File: config.mk
export PLATFORM = sky130hd
export DESIGN_NAME = fpe_ctrl
export DESIGN_NICKNAME = d
export VERILOG_FILES = /design/src/rtl/fpe_ctrl.v
export VERILOG_INCLUDE_DIRS = /design/src /design/src/include
export SDC_FILE = /design/constraint.sdc
export NUM_CORES = 1
export LEC_CHECK = 0
export CAP_MARGIN = 10
export CORE_MARGIN = 10
export CORE_UTILIZATION = 40
export CTS_CLUSTER_SIZE = 28
export DETAILED_ROUTE_END_ITERATION = 8
export DONT_BUFFER_PORTS = 1
export HOLD_SLACK_MARGIN = 0.12
export PLACE_DENSITY = 0.52
export RECOVER_POWER = 50
export SYNTH_ARGS = -nofsm -noshare
export SYNTH_HDL_FRONTEND = slang
export SYNTH_SLANG_ARGS = --single-unit
File: constraint.sdc
create_clock -name ref_clk -period 6.1 [get_ports ref_clk]
set_clock_uncertainty 0.15 [all_clocks]
set_input_delay 0.305 -clock ref_clk [delete_from_list [all_inputs] [get_ports ref_clk]]
set_output_delay 0.305 -clock ref_clk [all_outputs]
set_load 0.01 [all_outputs]
File: src/include/fpe_defs.vh
`ifndef FPE_DEFS_VH
`define FPE_DEFS_VH
// register byte offsets
`define FPE_A_CTRL   8'h00
`define FPE_A_KEY    8'h04
`define FPE_A_ADDR   8'h08
`define FPE_A_DATA0  8'h0C
`define FPE_A_DATA1  8'h10
`define FPE_A_PSTAT  8'h14
`define FPE_A_SSTAT  8'h18
`define FPE_A_ECCIRQ 8'h1C
`define FPE_A_INJADR 8'h20
`define FPE_A_INJPTR 8'h24
`define FPE_A_INJCTL 8'h28
`define FPE_A_SWAP   8'h2C
`define FPE_A_LOCK   8'h30
// control field positions
`define FPE_B_START  15
`define FPE_B_OPEN   14
`define FPE_B_SEQERR 13
`define FPE_B_SWDONE 11
`define FPE_B_P2ACT  10
// operation select codes
`define FPE_OP_DWORD 4'h1
`define FPE_OP_ROW   4'h2
`define FPE_OP_PAGE  4'h3
`define FPE_OP_IERA  4'h4
// unlock keys
`define FPE_KEY1     8'h55
`define FPE_KEY2     8'hAA
// write inhibit lock locations and activation values
`define FPE_LOCK1_A  24'h80_1034
`define FPE_LOCK2_A  24'h80_1038
`define FPE_LOCK1_V  16'h6D63
`define FPE_LOCK2_V  16'h6870
// inactive partition address bit and no-fault pointer
`define FPE_PART_BIT 22
`define FPE_PTR_NONE 8'hFF
`define FPE_RESP_OK  2'b00
`define FPE_RESP_ERR 2'b10
`endif

File: src/rtl/fpe_ctrl.v
// The AXI4-Lite interface to the registers and the address map were chosen for this implementation.
`timescale 1ns/1ps
`default_nettype none
`include "fpe_defs.vh"
module fpe_ctrl (
    input  wire        ref_clk,
    input  wire        reset_n,
    input  wire [7:0]  s_axi_awaddr,
    input  wire        s_axi_awvalid,
    output reg         s_axi_awready,
    input  wire [31:0] s_axi_wdata,
    input  wire [3:0]  s_axi_wstrb,
    input  wire        s_axi_wvalid,
    output reg         s_axi_wready,
    output reg  [1:0]  s_axi_bresp,
    output reg         s_axi_bvalid,
    input  wire        s_axi_bready,
    input  wire [7:0]  s_axi_araddr,
    input  wire        s_axi_arvalid,
    output reg         s_axi_arready,
    output reg  [31:0] s_axi_rdata,
    output reg  [1:0]  s_axi_rresp,
    output reg         s_axi_rvalid,
    input  wire        s_axi_rready,
    input  wire        fetch_valid,
    input  wire [23:0] fetch_addr,
    input  wire [47:0] fetch_data,
    input  wire [6:0]  fetch_parity,
    input  wire        arr_done,
    input  wire [15:0] lock1_word,
    input  wire [15:0] lock2_word,
    input  wire [23:0] boot_seq_word1,
    input  wire [23:0] boot_seq_word2,
    input  wire        prot_dual_mode,
    input  wire        ext_prog_mode,
    input  wire        ext_cmd_valid,
    input  wire        ext_cmd_check,
    input  wire        ext_cmd_match,
    input  wire        dbg_write_req,
    input  wire        prod_switch_req,
    output reg         arr_start,
    output reg  [3:0]  arr_op,
    output reg  [23:0] arr_addr,
    output reg         arr_partition,
    output reg  [47:0] arr_wdata,
    output reg  [6:0]  arr_wparity,
    output reg         cpu_stall,
    output reg         rd_valid,
    output reg  [47:0] rd_data,
    output reg         single_error_irq,
    output reg         double_error_trap,
    output reg         ext_resp_valid,
    output reg         ext_resp_pass,
    output reg         ext_cmd_allow,
    output reg         dbg_write_allow,
    output reg         prod_switch_allow,
    output reg         write_inhibit,
    output reg         jump_valid,
    output reg  [23:0] jump_target,
    output reg         jump_partition
);
    localparam K_IDLE  = 2'd0;
    localparam K_ONE   = 2'd1;
    localparam K_ARMED = 2'd2;

    // hamming check bits over data placed at positions 3.., skipping powers of two
    function [6:0] fpe_ecc;
        input [47:0] d;
        integer i;
        integer p;
        reg [5:0] s;
        begin
            s = 6'h00;
            p = 3;
            for (i = 0; i < 48; i = i + 1) begin
                if (p == 4 || p == 8 || p == 16 || p == 32)
                    p = p + 1;
                if (d[i])
                    s = s ^ p[5:0];
                p = p + 1;
            end
            fpe_ecc = {(^d) ^ (^s), s};
        end
    endfunction

    // invert the data bit whose code position equals the syndrome
    function [47:0] fpe_fix;
        input [47:0] d;
        input [5:0]  syn;
        integer i;
        integer p;
        begin
            fpe_fix = d;
            p = 3;
            for (i = 0; i < 48; i = i + 1) begin
                if (p == 4 || p == 8 || p == 16 || p == 32)
                    p = p + 1;
                if (p[5:0] == syn)
                    fpe_fix[i] = ~d[i];
                p = p + 1;
            end
        end
    endfunction

    // fault mask from two bit pointers; all ones means no bit
    function [47:0] fpe_mask;
        input [7:0] p1;
        input [7:0] p2;
        integer i;
        begin
            fpe_mask = 48'h0000_0000_0000;
            for (i = 0; i < 48; i = i + 1)
                if (i == p1 || (p2 != `FPE_PTR_NONE && i == p2))
                    fpe_mask[i] = 1'b1;
        end
    endfunction

    reg [1:0]  key_state;
    reg        busy;
    reg        op_enable;
    reg        seq_err;
    reg        swap_done;
    reg        p2_active;
    reg [3:0]  op_sel;
    reg [23:0] flash_addr;
    reg [23:0] wdata0;
    reg [23:0] wdata1;
    reg [7:0]  exp_cpar;
    reg [7:0]  rd_cpar;
    reg [7:0]  err_syn;
    reg        exp_dpar;
    reg        rd_dpar;
    reg        sbe_flag;
    reg        sbe_en;
    reg        dbe_flag;
    reg [23:0] inj_addr;
    reg [7:0]  ptr1;
    reg [7:0]  ptr2;
    reg        inj_en;
    reg        init_done;
    reg [7:0]  aw_q;
    reg [31:0] wd_q;
    reg        strb_full;
    reg [31:0] rd_mux;
    reg        rd_hit;

    // write commit once both address and data are held
    wire        commit = !s_axi_awready && !s_axi_wready && !s_axi_bvalid;
    wire        wr_ok  = commit && strb_full;
    wire        wr_ctl = wr_ok && aw_q == `FPE_A_CTRL;
    wire        wr_key = wr_ok && aw_q == `FPE_A_KEY;
    wire        wr_swp = wr_ok && aw_q == `FPE_A_SWAP;
    wire        wr_inj = wr_ok && aw_q == `FPE_A_INJCTL;
    wire        armed  = key_state == K_ARMED;
    wire [3:0]  nop    = wd_q[3:0];
    wire        try_go = wr_ctl && wd_q[`FPE_B_START];

    // lock locations accept only a fresh double-word with the right value
    wire lk1 = flash_addr == `FPE_LOCK1_A;
    wire lk2 = flash_addr == `FPE_LOCK2_A;
    wire lock_bad = (lk1 || lk2) && (nop != `FPE_OP_DWORD ||
        (lk1 && (wdata0[15:0] != `FPE_LOCK1_V || lock1_word == `FPE_LOCK1_V)) ||
        (lk2 && (wdata0[15:0] != `FPE_LOCK2_V || lock2_word == `FPE_LOCK2_V)));
    // operation target lies in the inactive partition
    wire to_inact = nop == `FPE_OP_IERA || flash_addr[`FPE_PART_BIT];
    wire tgt_p1   = to_inact ? p2_active : !p2_active;
    wire prot_bad = prot_dual_mode && !flash_addr[23] && tgt_p1;
    wire inh_bad  = write_inhibit && ext_prog_mode;
    wire op_valid = nop == `FPE_OP_DWORD || nop == `FPE_OP_ROW ||
                    nop == `FPE_OP_PAGE || nop == `FPE_OP_IERA;
    wire go_ok = try_go && armed && wd_q[`FPE_B_OPEN] && op_valid &&
                 !busy && !inh_bad && !lock_bad && !prot_bad;
    wire go_bad = try_go && !go_ok;

    // fetch check with optional read-path fault injection
    wire        inj_hit = inj_en && fetch_addr[23:2] == inj_addr[23:2];
    wire [47:0] f_data  = inj_hit ? fetch_data ^ fpe_mask(ptr1, ptr2)
                                  : fetch_data;
    wire [6:0]  f_exp   = fpe_ecc(f_data);
    wire [5:0]  f_syn   = f_exp[5:0] ^ fetch_parity[5:0];
    wire        f_odd   = (^f_data) ^ (^fetch_parity);
    wire        f_sbe   = fetch_valid && f_odd;
    wire        f_dbe   = fetch_valid && !f_odd && f_syn != 6'h00;
    wire [47:0] w_data  = {wdata1, wdata0};
    wire        w_inj   = inj_en && flash_addr[23:2] == inj_addr[23:2];

    // boot sequence numbers valid when the upper half complements the lower
    wire b1_ok = boot_seq_word1[23:12] == ~boot_seq_word1[11:0];
    wire b2_ok = boot_seq_word2[23:12] == ~boot_seq_word2[11:0];
    wire pick2 = b2_ok && (!b1_ok ||
                 boot_seq_word2[11:0] < boot_seq_word1[11:0]);

    // register read mux
    always @* begin
        rd_hit = 1'b1;
        rd_mux = 32'h0000_0000;
        case (s_axi_araddr)
            `FPE_A_CTRL: begin
                rd_mux[`FPE_B_START]  = busy;
                rd_mux[`FPE_B_OPEN]   = op_enable;
                rd_mux[`FPE_B_SEQERR] = seq_err;
                rd_mux[`FPE_B_SWDONE] = swap_done;
                rd_mux[`FPE_B_P2ACT]  = p2_active;
                rd_mux[3:0]           = op_sel;
            end
            `FPE_A_KEY:    rd_mux = 32'h0000_0000;
            `FPE_A_ADDR:   rd_mux[23:0] = flash_addr;
            `FPE_A_DATA0:  rd_mux[23:0] = wdata0;
            `FPE_A_DATA1:  rd_mux[23:0] = wdata1;
            `FPE_A_PSTAT:  rd_mux[15:0] = {rd_cpar, exp_cpar};
            `FPE_A_SSTAT:  rd_mux[9:0]  = {rd_dpar, exp_dpar, err_syn};
            `FPE_A_ECCIRQ: rd_mux[2:0]  = {dbe_flag, sbe_en, sbe_flag};
            `FPE_A_INJADR: rd_mux[23:0] = inj_addr;
            `FPE_A_INJPTR: rd_mux[15:0] = {ptr2, ptr1};
            `FPE_A_INJCTL: rd_mux[0]    = inj_en;
            `FPE_A_SWAP:   rd_mux = 32'h0000_0000;
            `FPE_A_LOCK:   rd_mux[1:0]  = {prot_dual_mode, write_inhibit};
            default:       rd_hit = 1'b0;
        endcase
    end

    // bus slave: address and data taken in either order, then one response
    always @(posedge ref_clk or negedge reset_n) begin
        if (!reset_n) begin
            s_axi_awready <= 1'b1;
            s_axi_wready  <= 1'b1;
            s_axi_bvalid  <= 1'b0;
            s_axi_bresp   <= `FPE_RESP_OK;
            s_axi_arready <= 1'b1;
            s_axi_rvalid  <= 1'b0;
            s_axi_rdata   <= 32'h0000_0000;
            s_axi_rresp   <= `FPE_RESP_OK;
            aw_q          <= 8'h00;
            wd_q          <= 32'h0000_0000;
            strb_full     <= 1'b0;
        end else begin
            if (s_axi_awvalid && s_axi_awready) begin
                s_axi_awready <= 1'b0;
                aw_q          <= s_axi_awaddr;
            end
            if (s_axi_wvalid && s_axi_wready) begin
                s_axi_wready <= 1'b0;
                wd_q         <= s_axi_wdata;
                strb_full    <= s_axi_wstrb == 4'hF;
            end
            if (commit) begin
                s_axi_bvalid <= 1'b1;
                s_axi_bresp  <= (strb_full && aw_q <= `FPE_A_LOCK &&
                                 aw_q[1:0] == 2'b00) ? `FPE_RESP_OK
                                                     : `FPE_RESP_ERR;
            end
            if (s_axi_bvalid && s_axi_bready) begin
                s_axi_bvalid  <= 1'b0;
                s_axi_awready <= 1'b1;
                s_axi_wready  <= 1'b1;
            end
            if (s_axi_arvalid && s_axi_arready) begin
                s_axi_arready <= 1'b0;
                s_axi_rvalid  <= 1'b1;
                s_axi_rdata   <= rd_mux;
                s_axi_rresp   <= rd_hit ? `FPE_RESP_OK : `FPE_RESP_ERR;
            end
            if (s_axi_rvalid && s_axi_rready) begin
                s_axi_rvalid  <= 1'b0;
                s_axi_arready <= 1'b1;
            end
        end
    end

    // unlock sequence, operation sequencer and control register
    always @(posedge ref_clk or negedge reset_n) begin
        if (!reset_n) begin
            key_state   <= K_IDLE;
            busy        <= 1'b0;
            op_enable   <= 1'b0;
            seq_err     <= 1'b0;
            op_sel      <= 4'h0;
            flash_addr  <= 24'h00_0000;
            wdata0      <= 24'h00_0000;
            wdata1      <= 24'h00_0000;
            arr_start   <= 1'b0;
            arr_op      <= 4'h0;
            arr_addr    <= 24'h00_0000;
            arr_partition <= 1'b0;
            arr_wdata   <= 48'h0000_0000_0000;
            arr_wparity <= 7'h00;
            cpu_stall   <= 1'b0;
        end else begin
            arr_start <= 1'b0;
            if (wr_key) begin
                if (wd_q[7:0] == `FPE_KEY1)
                    key_state <= K_ONE;
                else if (wd_q[7:0] == `FPE_KEY2 && key_state == K_ONE)
                    key_state <= K_ARMED;
                else
                    key_state <= K_IDLE;
            end else if (try_go || wr_swp || (wr_inj && wd_q[0])) begin
                key_state <= K_IDLE;
            end
            if (wr_ok && aw_q == `FPE_A_ADDR)
                flash_addr <= wd_q[23:0];
            if (wr_ok && aw_q == `FPE_A_DATA0)
                wdata0 <= wd_q[23:0];
            if (wr_ok && aw_q == `FPE_A_DATA1)
                wdata1 <= wd_q[23:0];
            if (wr_ctl && !busy) begin
                op_enable <= wd_q[`FPE_B_OPEN];
                op_sel    <= nop;
            end
            // a refused start sets the error; that set beats a clear
            if (go_bad)
                seq_err <= 1'b1;
            else if (wr_ctl)
                seq_err <= wd_q[`FPE_B_SEQERR];
            if (go_ok) begin
                busy        <= 1'b1;
                arr_start   <= 1'b1;
                arr_op      <= nop;
                arr_addr    <= (nop == `FPE_OP_DWORD) ?
                               {flash_addr[23:2], 2'b10} : flash_addr;
                arr_partition <= tgt_p1 ? 1'b0 : 1'b1;
                arr_wdata   <= w_inj ? w_data ^ fpe_mask(ptr1, ptr2)
                                     : w_data;
                arr_wparity <= fpe_ecc(w_data);
                cpu_stall   <= !to_inact;
            end else if (busy && arr_done) begin
                busy      <= 1'b0;
                cpu_stall <= 1'b0;
            end
        end
    end

    // ecc status, flags and fault injection control
    always @(posedge ref_clk or negedge reset_n) begin
        if (!reset_n) begin
            exp_cpar <= 8'h00;
            rd_cpar  <= 8'h00;
            err_syn  <= 8'h00;
            exp_dpar <= 1'b0;
            rd_dpar  <= 1'b0;
            sbe_flag <= 1'b0;
            sbe_en   <= 1'b0;
            dbe_flag <= 1'b0;
            inj_addr <= 24'h00_0000;
            ptr1     <= `FPE_PTR_NONE;
            ptr2     <= `FPE_PTR_NONE;
            inj_en   <= 1'b0;
            rd_valid <= 1'b0;
            rd_data  <= 48'h0000_0000_0000;
            single_error_irq  <= 1'b0;
            double_error_trap <= 1'b0;
        end else begin
            rd_valid <= fetch_valid;
            if (fetch_valid)
                rd_data <= f_sbe ? fpe_fix(f_data, f_syn) : f_data;
            if (f_sbe) begin
                exp_cpar <= {1'b0, f_exp};
                rd_cpar  <= {1'b0, fetch_parity};
                err_syn  <= {2'b00, f_syn};
            end
            if (f_dbe) begin
                exp_dpar <= f_exp[6];
                rd_dpar  <= fetch_parity[6];
            end
            // hardware sets win over a same-cycle write-one clear
            if (f_sbe)
                sbe_flag <= 1'b1;
            else if (wr_ok && aw_q == `FPE_A_ECCIRQ && wd_q[0])
                sbe_flag <= 1'b0;
            if (f_dbe)
                dbe_flag <= 1'b1;
            else if (wr_ok && aw_q == `FPE_A_ECCIRQ && wd_q[2])
                dbe_flag <= 1'b0;
            if (wr_ok && aw_q == `FPE_A_ECCIRQ)
                sbe_en <= wd_q[1];
            single_error_irq  <= (sbe_flag || f_sbe) && sbe_en;
            double_error_trap <= f_dbe;
            if (wr_ok && aw_q == `FPE_A_INJADR)
                inj_addr <= wd_q[23:0];
            if (wr_ok && aw_q == `FPE_A_INJPTR) begin
                ptr1 <= wd_q[7:0];
                ptr2 <= wd_q[15:8];
            end
            if (wr_inj)
                inj_en <= wd_q[0] && armed;
        end
    end

    // reset-time selection, soft swap, external and debug gating
    always @(posedge ref_clk or negedge reset_n) begin
        if (!reset_n) begin
            init_done      <= 1'b0;
            write_inhibit  <= 1'b0;
            p2_active      <= 1'b0;
            swap_done      <= 1'b0;
            jump_valid     <= 1'b0;
            jump_target    <= 24'h00_0000;
            jump_partition <= 1'b0;
            ext_resp_valid <= 1'b0;
            ext_resp_pass  <= 1'b0;
            ext_cmd_allow  <= 1'b0;
            dbg_write_allow   <= 1'b0;
            prod_switch_allow <= 1'b0;
        end else begin
            jump_valid <= 1'b0;
            if (!init_done) begin
                init_done     <= 1'b1;
                write_inhibit <= lock1_word == `FPE_LOCK1_V &&
                                 lock2_word == `FPE_LOCK2_V;
                p2_active     <= pick2;
            end else if (wr_swp) begin
                jump_valid  <= 1'b1;
                jump_target <= wd_q[23:0];
                if (armed) begin
                    p2_active      <= !p2_active;
                    jump_partition <= !p2_active;
                end else begin
                    jump_partition <= p2_active;
                end
            end
            if (init_done && wr_swp && armed)
                swap_done <= 1'b1;
            else if (wr_ctl && !wd_q[`FPE_B_SWDONE])
                swap_done <= 1'b0;
            ext_resp_valid <= ext_cmd_valid;
            ext_cmd_allow  <= ext_cmd_valid && !write_inhibit;
            ext_resp_pass  <= ext_cmd_valid && (!write_inhibit ||
                              (ext_cmd_check && ext_cmd_match));
            dbg_write_allow   <= dbg_write_req && !write_inhibit;
            prod_switch_allow <= prod_switch_req && !write_inhibit;
        end
    end
endmodule
`default_nettype wire

==> results.json <==
{
  "initial_core_util_pct": 40.5,
  "die_h_um": 254,
  "post_drt_wl_per_cell_um": 29.0,
  "ys_top_cells_by_area": "dfrtp_1 (42%), xnor2_1 (9.1%), mux2_2 (8.4%), nand2_1 (6.3%), xor2_1 (5.7%)",
  "slew_violations": 66,
  "p_leak_nw": 11.2,
  "cts-resized-gates": 0,
  "hold_viol": 383,
  "switching_share_pct": 36.8,
  "final_area_um2": 25400,
  "synth.ff_latch_count": 383,
  "cp.arrival_ns": 6.07,
  "grt_max_degree": 384,
  "dp_hpwl_um": 65800,
  "die_x_um": 254,
  "intPower_mw": 5.70,
  "outcome": "finished with violations",
  "maxSlewHeadroom_pct": -38.1,
  "synthCells": 2137,
  "io_buffers": 0,
  "pre_cts_slack_ns": 0.423,
  "cts_tree": "done",
  "antenna_found_initial": 1,
  "gp_congestion": 0.975,
  "cp_top_family": "XOR/XNOR gates",
  "syn_to_final_growth_pct": 16.2,
  "final-setup-viol-count": 0,
  "hold_buffers": 117,
  "hold_path_class": "input port to asynchronous set/reset pin",
  "worstPathRequired_ns": 6.43,
  "htreeDepth": 2,
  "critical_path.startpoint": "inj_addr[18]",
  "async_reset_ff_share_pct": 100,
  "netlist_top_cells_count": "nand2_1 (367), dfrtp_1 (364), xnor2_1 (226), mux2_2 (163), xor2_1 (143)",
  "grt_pass1_vias": 17700,
  "post-synth-top-area-cell": "dfrtp_1",
  "fillers": 5115,
  "maxCapViolCount": 2,
  "drt-total-wl_um": 86600,
  "setup_slack_ns": 0.365,
  "seq_power_share_pct": 39.3,
  "setup-tns-final_ns": 0,
  "power_frac_comb_pct": 29.8,
  "crit_chain": "xnor2_1 > nand4_1 > nor4_4 > buf_12 > nand3_1 > xor2_1 > xnor3_1 > xnor2_1 > xnor3_1 > xnor3_1 > nand2b_4 > or3_4 > o211a_1 > o21ai_2 > mux2_2",
  "finalPower_mw": 9.02,
  "grt_pass1_wl_um": 125000,
  "synthesis.area_um2": 21800,
  "drt_iter0_markers": 1744,
  "cpPeakStageDelay_ns": 0.51,
  "synth_edf_count": 0,
  "reg2reg_slack_ns": 0.36,
  "dieArea_um2": 64300,
  "ys_warn_count": 0,
  "fin_crit_sh_pct": 94.0,
  "synth_top_area_share_pct": 41.7,
  "p_switching_mw": 3.32,
  "placed_cell_area_um2": 22700,
  "syn_avg_cell_area_um2": 10.2,
  "critPathMaxFanout": 43,
  "first_pass_iters": 6,
  "vias": 17400,
  "final_nets": 2507,
  "post_cts_buffers": 0,
  "cp_slowest_cell": "xnor3_1",
  "gr-total-overflow": 0,
  "synth_most_common_cell": "nand2_1",
  "ios": 437,
  "ir_drop_mv": 0.264,
  "clock_power_share_pct": 30.9,
  "clk_path_buf_depth": 3,
  "powerDensity_nw_per_um2": 355,
  "viasPerCell": 5.84,
  "row_count": 85,
  "crit_path_end_kind": "register",
  "ff2ff_path_depth": 15,
  "crit_type": "register to register",
  "worstReg2RegEnd": "exp_dpar",
  "startpoint_type": "register",
  "max_freq_ghz": 0.174,
  "clock-sinks": 383,
  "yosysSeqAreaShare_pct": 44.0,
  "finalCriticalPeriod_ns": 5.74,
  "synth.distinct_cells": 82,
  "crit_top_cell": "xnor3_1",
  "cp_num_buf_inv": 1,
  "rr_startpoint": "inj_addr[18]",
  "drc": 0,
  "core_region_area_um2": 53900,
  "violations": "hold timing, capacitance limit, slew limit",
  "rsz0062_at_grt": "no",
  "cts.clk_slew.worst_paths_ns": 0.06,
  "synthFlopType": "dfrtp_1",
  "worst_slew_pin_slew_ns": 2.07,
  "cts_made_buffers": 45,
  "worst_skew_pair.late_latency_ns": 0.60,
  "cts_root_buf": "clkbuf_16",
  "layout-drive-gt1-share_pct": 14.7,
  "grt_use_total_pct": 26.3,
  "antenna_left": 0,
  "hold_ws_ns": -0.737
}
## how the worst max path moves through the flow
| stage | to | slack (ns) | cells after the start |
|---|---|---|---|
| after floorplan | exp_dpar | 1.38 | 13 |
| after CTS | exp_dpar | 0.43 | 15 |
| after global placement | rd_dpar | 0.58 | 15 |
| after detailed placement | exp_dpar | 0.42 | 15 |
| final | exp_dpar | 0.36 | 15 |
| after global routing | exp_dpar | 0.21 | 15 |
## per-layer routing
layer  vias up  wire [um]  GRT usage, %
met1      8735      35900          34.3
li1       7767          -             -
met4         0       2500          7.49
met3       144       7720          7.07
met5         -          0             0
met2       793      40500          42.2
## per-stage QoR
step | std cells | util (%)
2_1_floorplan | 2146 | -
3_3_place_gp | 2789 | 42.1
3_5_place_dp | 2789 | 42.1
4_1_cts | 2985 | 47.1
5_1_grt | 2986 | 47.1
6_report | 2987 | 47.1
## power groups by stage
stage	Combinational, mW	Sequential [mW]	Clock (mW)
after floorplan	1.87	3.24	0
after global placement	2.50	3.58	0
after detailed placement	2.54	3.59	0
after CTS	2.63	3.54	2.84
after global routing	2.88	3.58	2.93
final	2.69	3.54	2.79
## cell families after synthesis
kind of cell | Yosys count | synth area share (%)
other | 2 | 0.0344
DFF | 383 | 44.0
buffers and inverters | 153 | 3.17
muxes | 165 | 8.50
adders and majority gates | 23 | 1.32
and+or+nand+nor | 638 | 13.9
AOI/OAI and AO/OA | 379 | 11.8
xor gates and xnor gates | 394 | 17.3
## cell type report
cell class	count	area, um2	area share [%]
Antenna cell	2	5.00	0.0197
Clock buffer	63	1270	5.02
Clock inverter	16	220	0.868
Inverter	38	143	0.562
Multi-Input combinational cell	1610	11600	45.7
Sequential cell	383	9610	37.9
Tap cell	696	871	3.43
Timing Repair Buffer	179	1650	6.52
## flip-flops by register name, indices dropped and copies added, names as in the netlist, 2 cells and up
| register | cells |
|---|---|
| jump_target | 24 |
| key_state | 2 |
| err_syn | 6 |
| rd_data | 48 |
| op_sel | 4 |
| inj_addr | 24 |
| s_axi_rdata | 24 |
| arr_wparity | 7 |
| ptr2 | 8 |
| arr_wdata | 48 |
| exp_cpar | 7 |
| wdata0 | 24 |
| wd_q | 24 |
| arr_addr | 24 |
| flash_addr | 24 |
| aw_q | 8 |
| arr_op | 4 |
| rd_cpar | 7 |
| wdata1 | 24 |
| ptr1 | 8 |
## cell usage in the layout, fill, tap and decap left out, types with 12 or more instances in the layout
| cell type | netlist | routed |
|---|---|---|
| nand2_1 | 367 | 367 |
| dfrtp_1 | 364 | 364 |
| xnor2_1 | 226 | 226 |
| mux2_2 | 163 | 163 |
| xor2_1 | 143 | 143 |
| dlygate4sd3_1 | 0 | 117 |
| o21ai_0 | 93 | 93 |
| a21oi_1 | 61 | 61 |
| buf_4 | 17 | 58 |
| nand3_1 | 56 | 56 |
| o22ai_1 | 50 | 50 |
| nor2_1 | 49 | 48 |
| clkbuf_16 | 0 | 45 |
| inv_1 | 36 | 36 |
| a222oi_1 | 27 | 27 |
| and3_1 | 26 | 26 |
| a21o_1 | 25 | 25 |
| a211o_1 | 23 | 23 |
| ha_1 | 23 | 23 |
| nand4_1 | 22 | 22 |
| a22oi_1 | 18 | 18 |
| xnor3_1 | 17 | 17 |
| dfstp_2 | 19 | 17 |
| nor3_1 | 16 | 16 |
| nor2b_1 | 12 | 12 |
| a221o_1 | 12 | 12 |
| clkbuf_1 | 71 | 12 |
## worst reg2reg max path: stages (launching register included)
cell and delay, ns:
dfrtp_1 0.43, xnor2_1 0.40, nand4_1 0.24, nor4_4 0.36, buf_12 0.24, nand3_1 0.15, xor2_1 0.41, xnor3_1 0.51
xnor2_1 0.30, xnor3_1 0.50, xnor3_1 0.51, nand2b_4 0.15, or3_4 0.38, o211a_1 0.23, o21ai_2 0.28, mux2_2 0.38
Note: power is estimated with default switching activity, not from simulation.
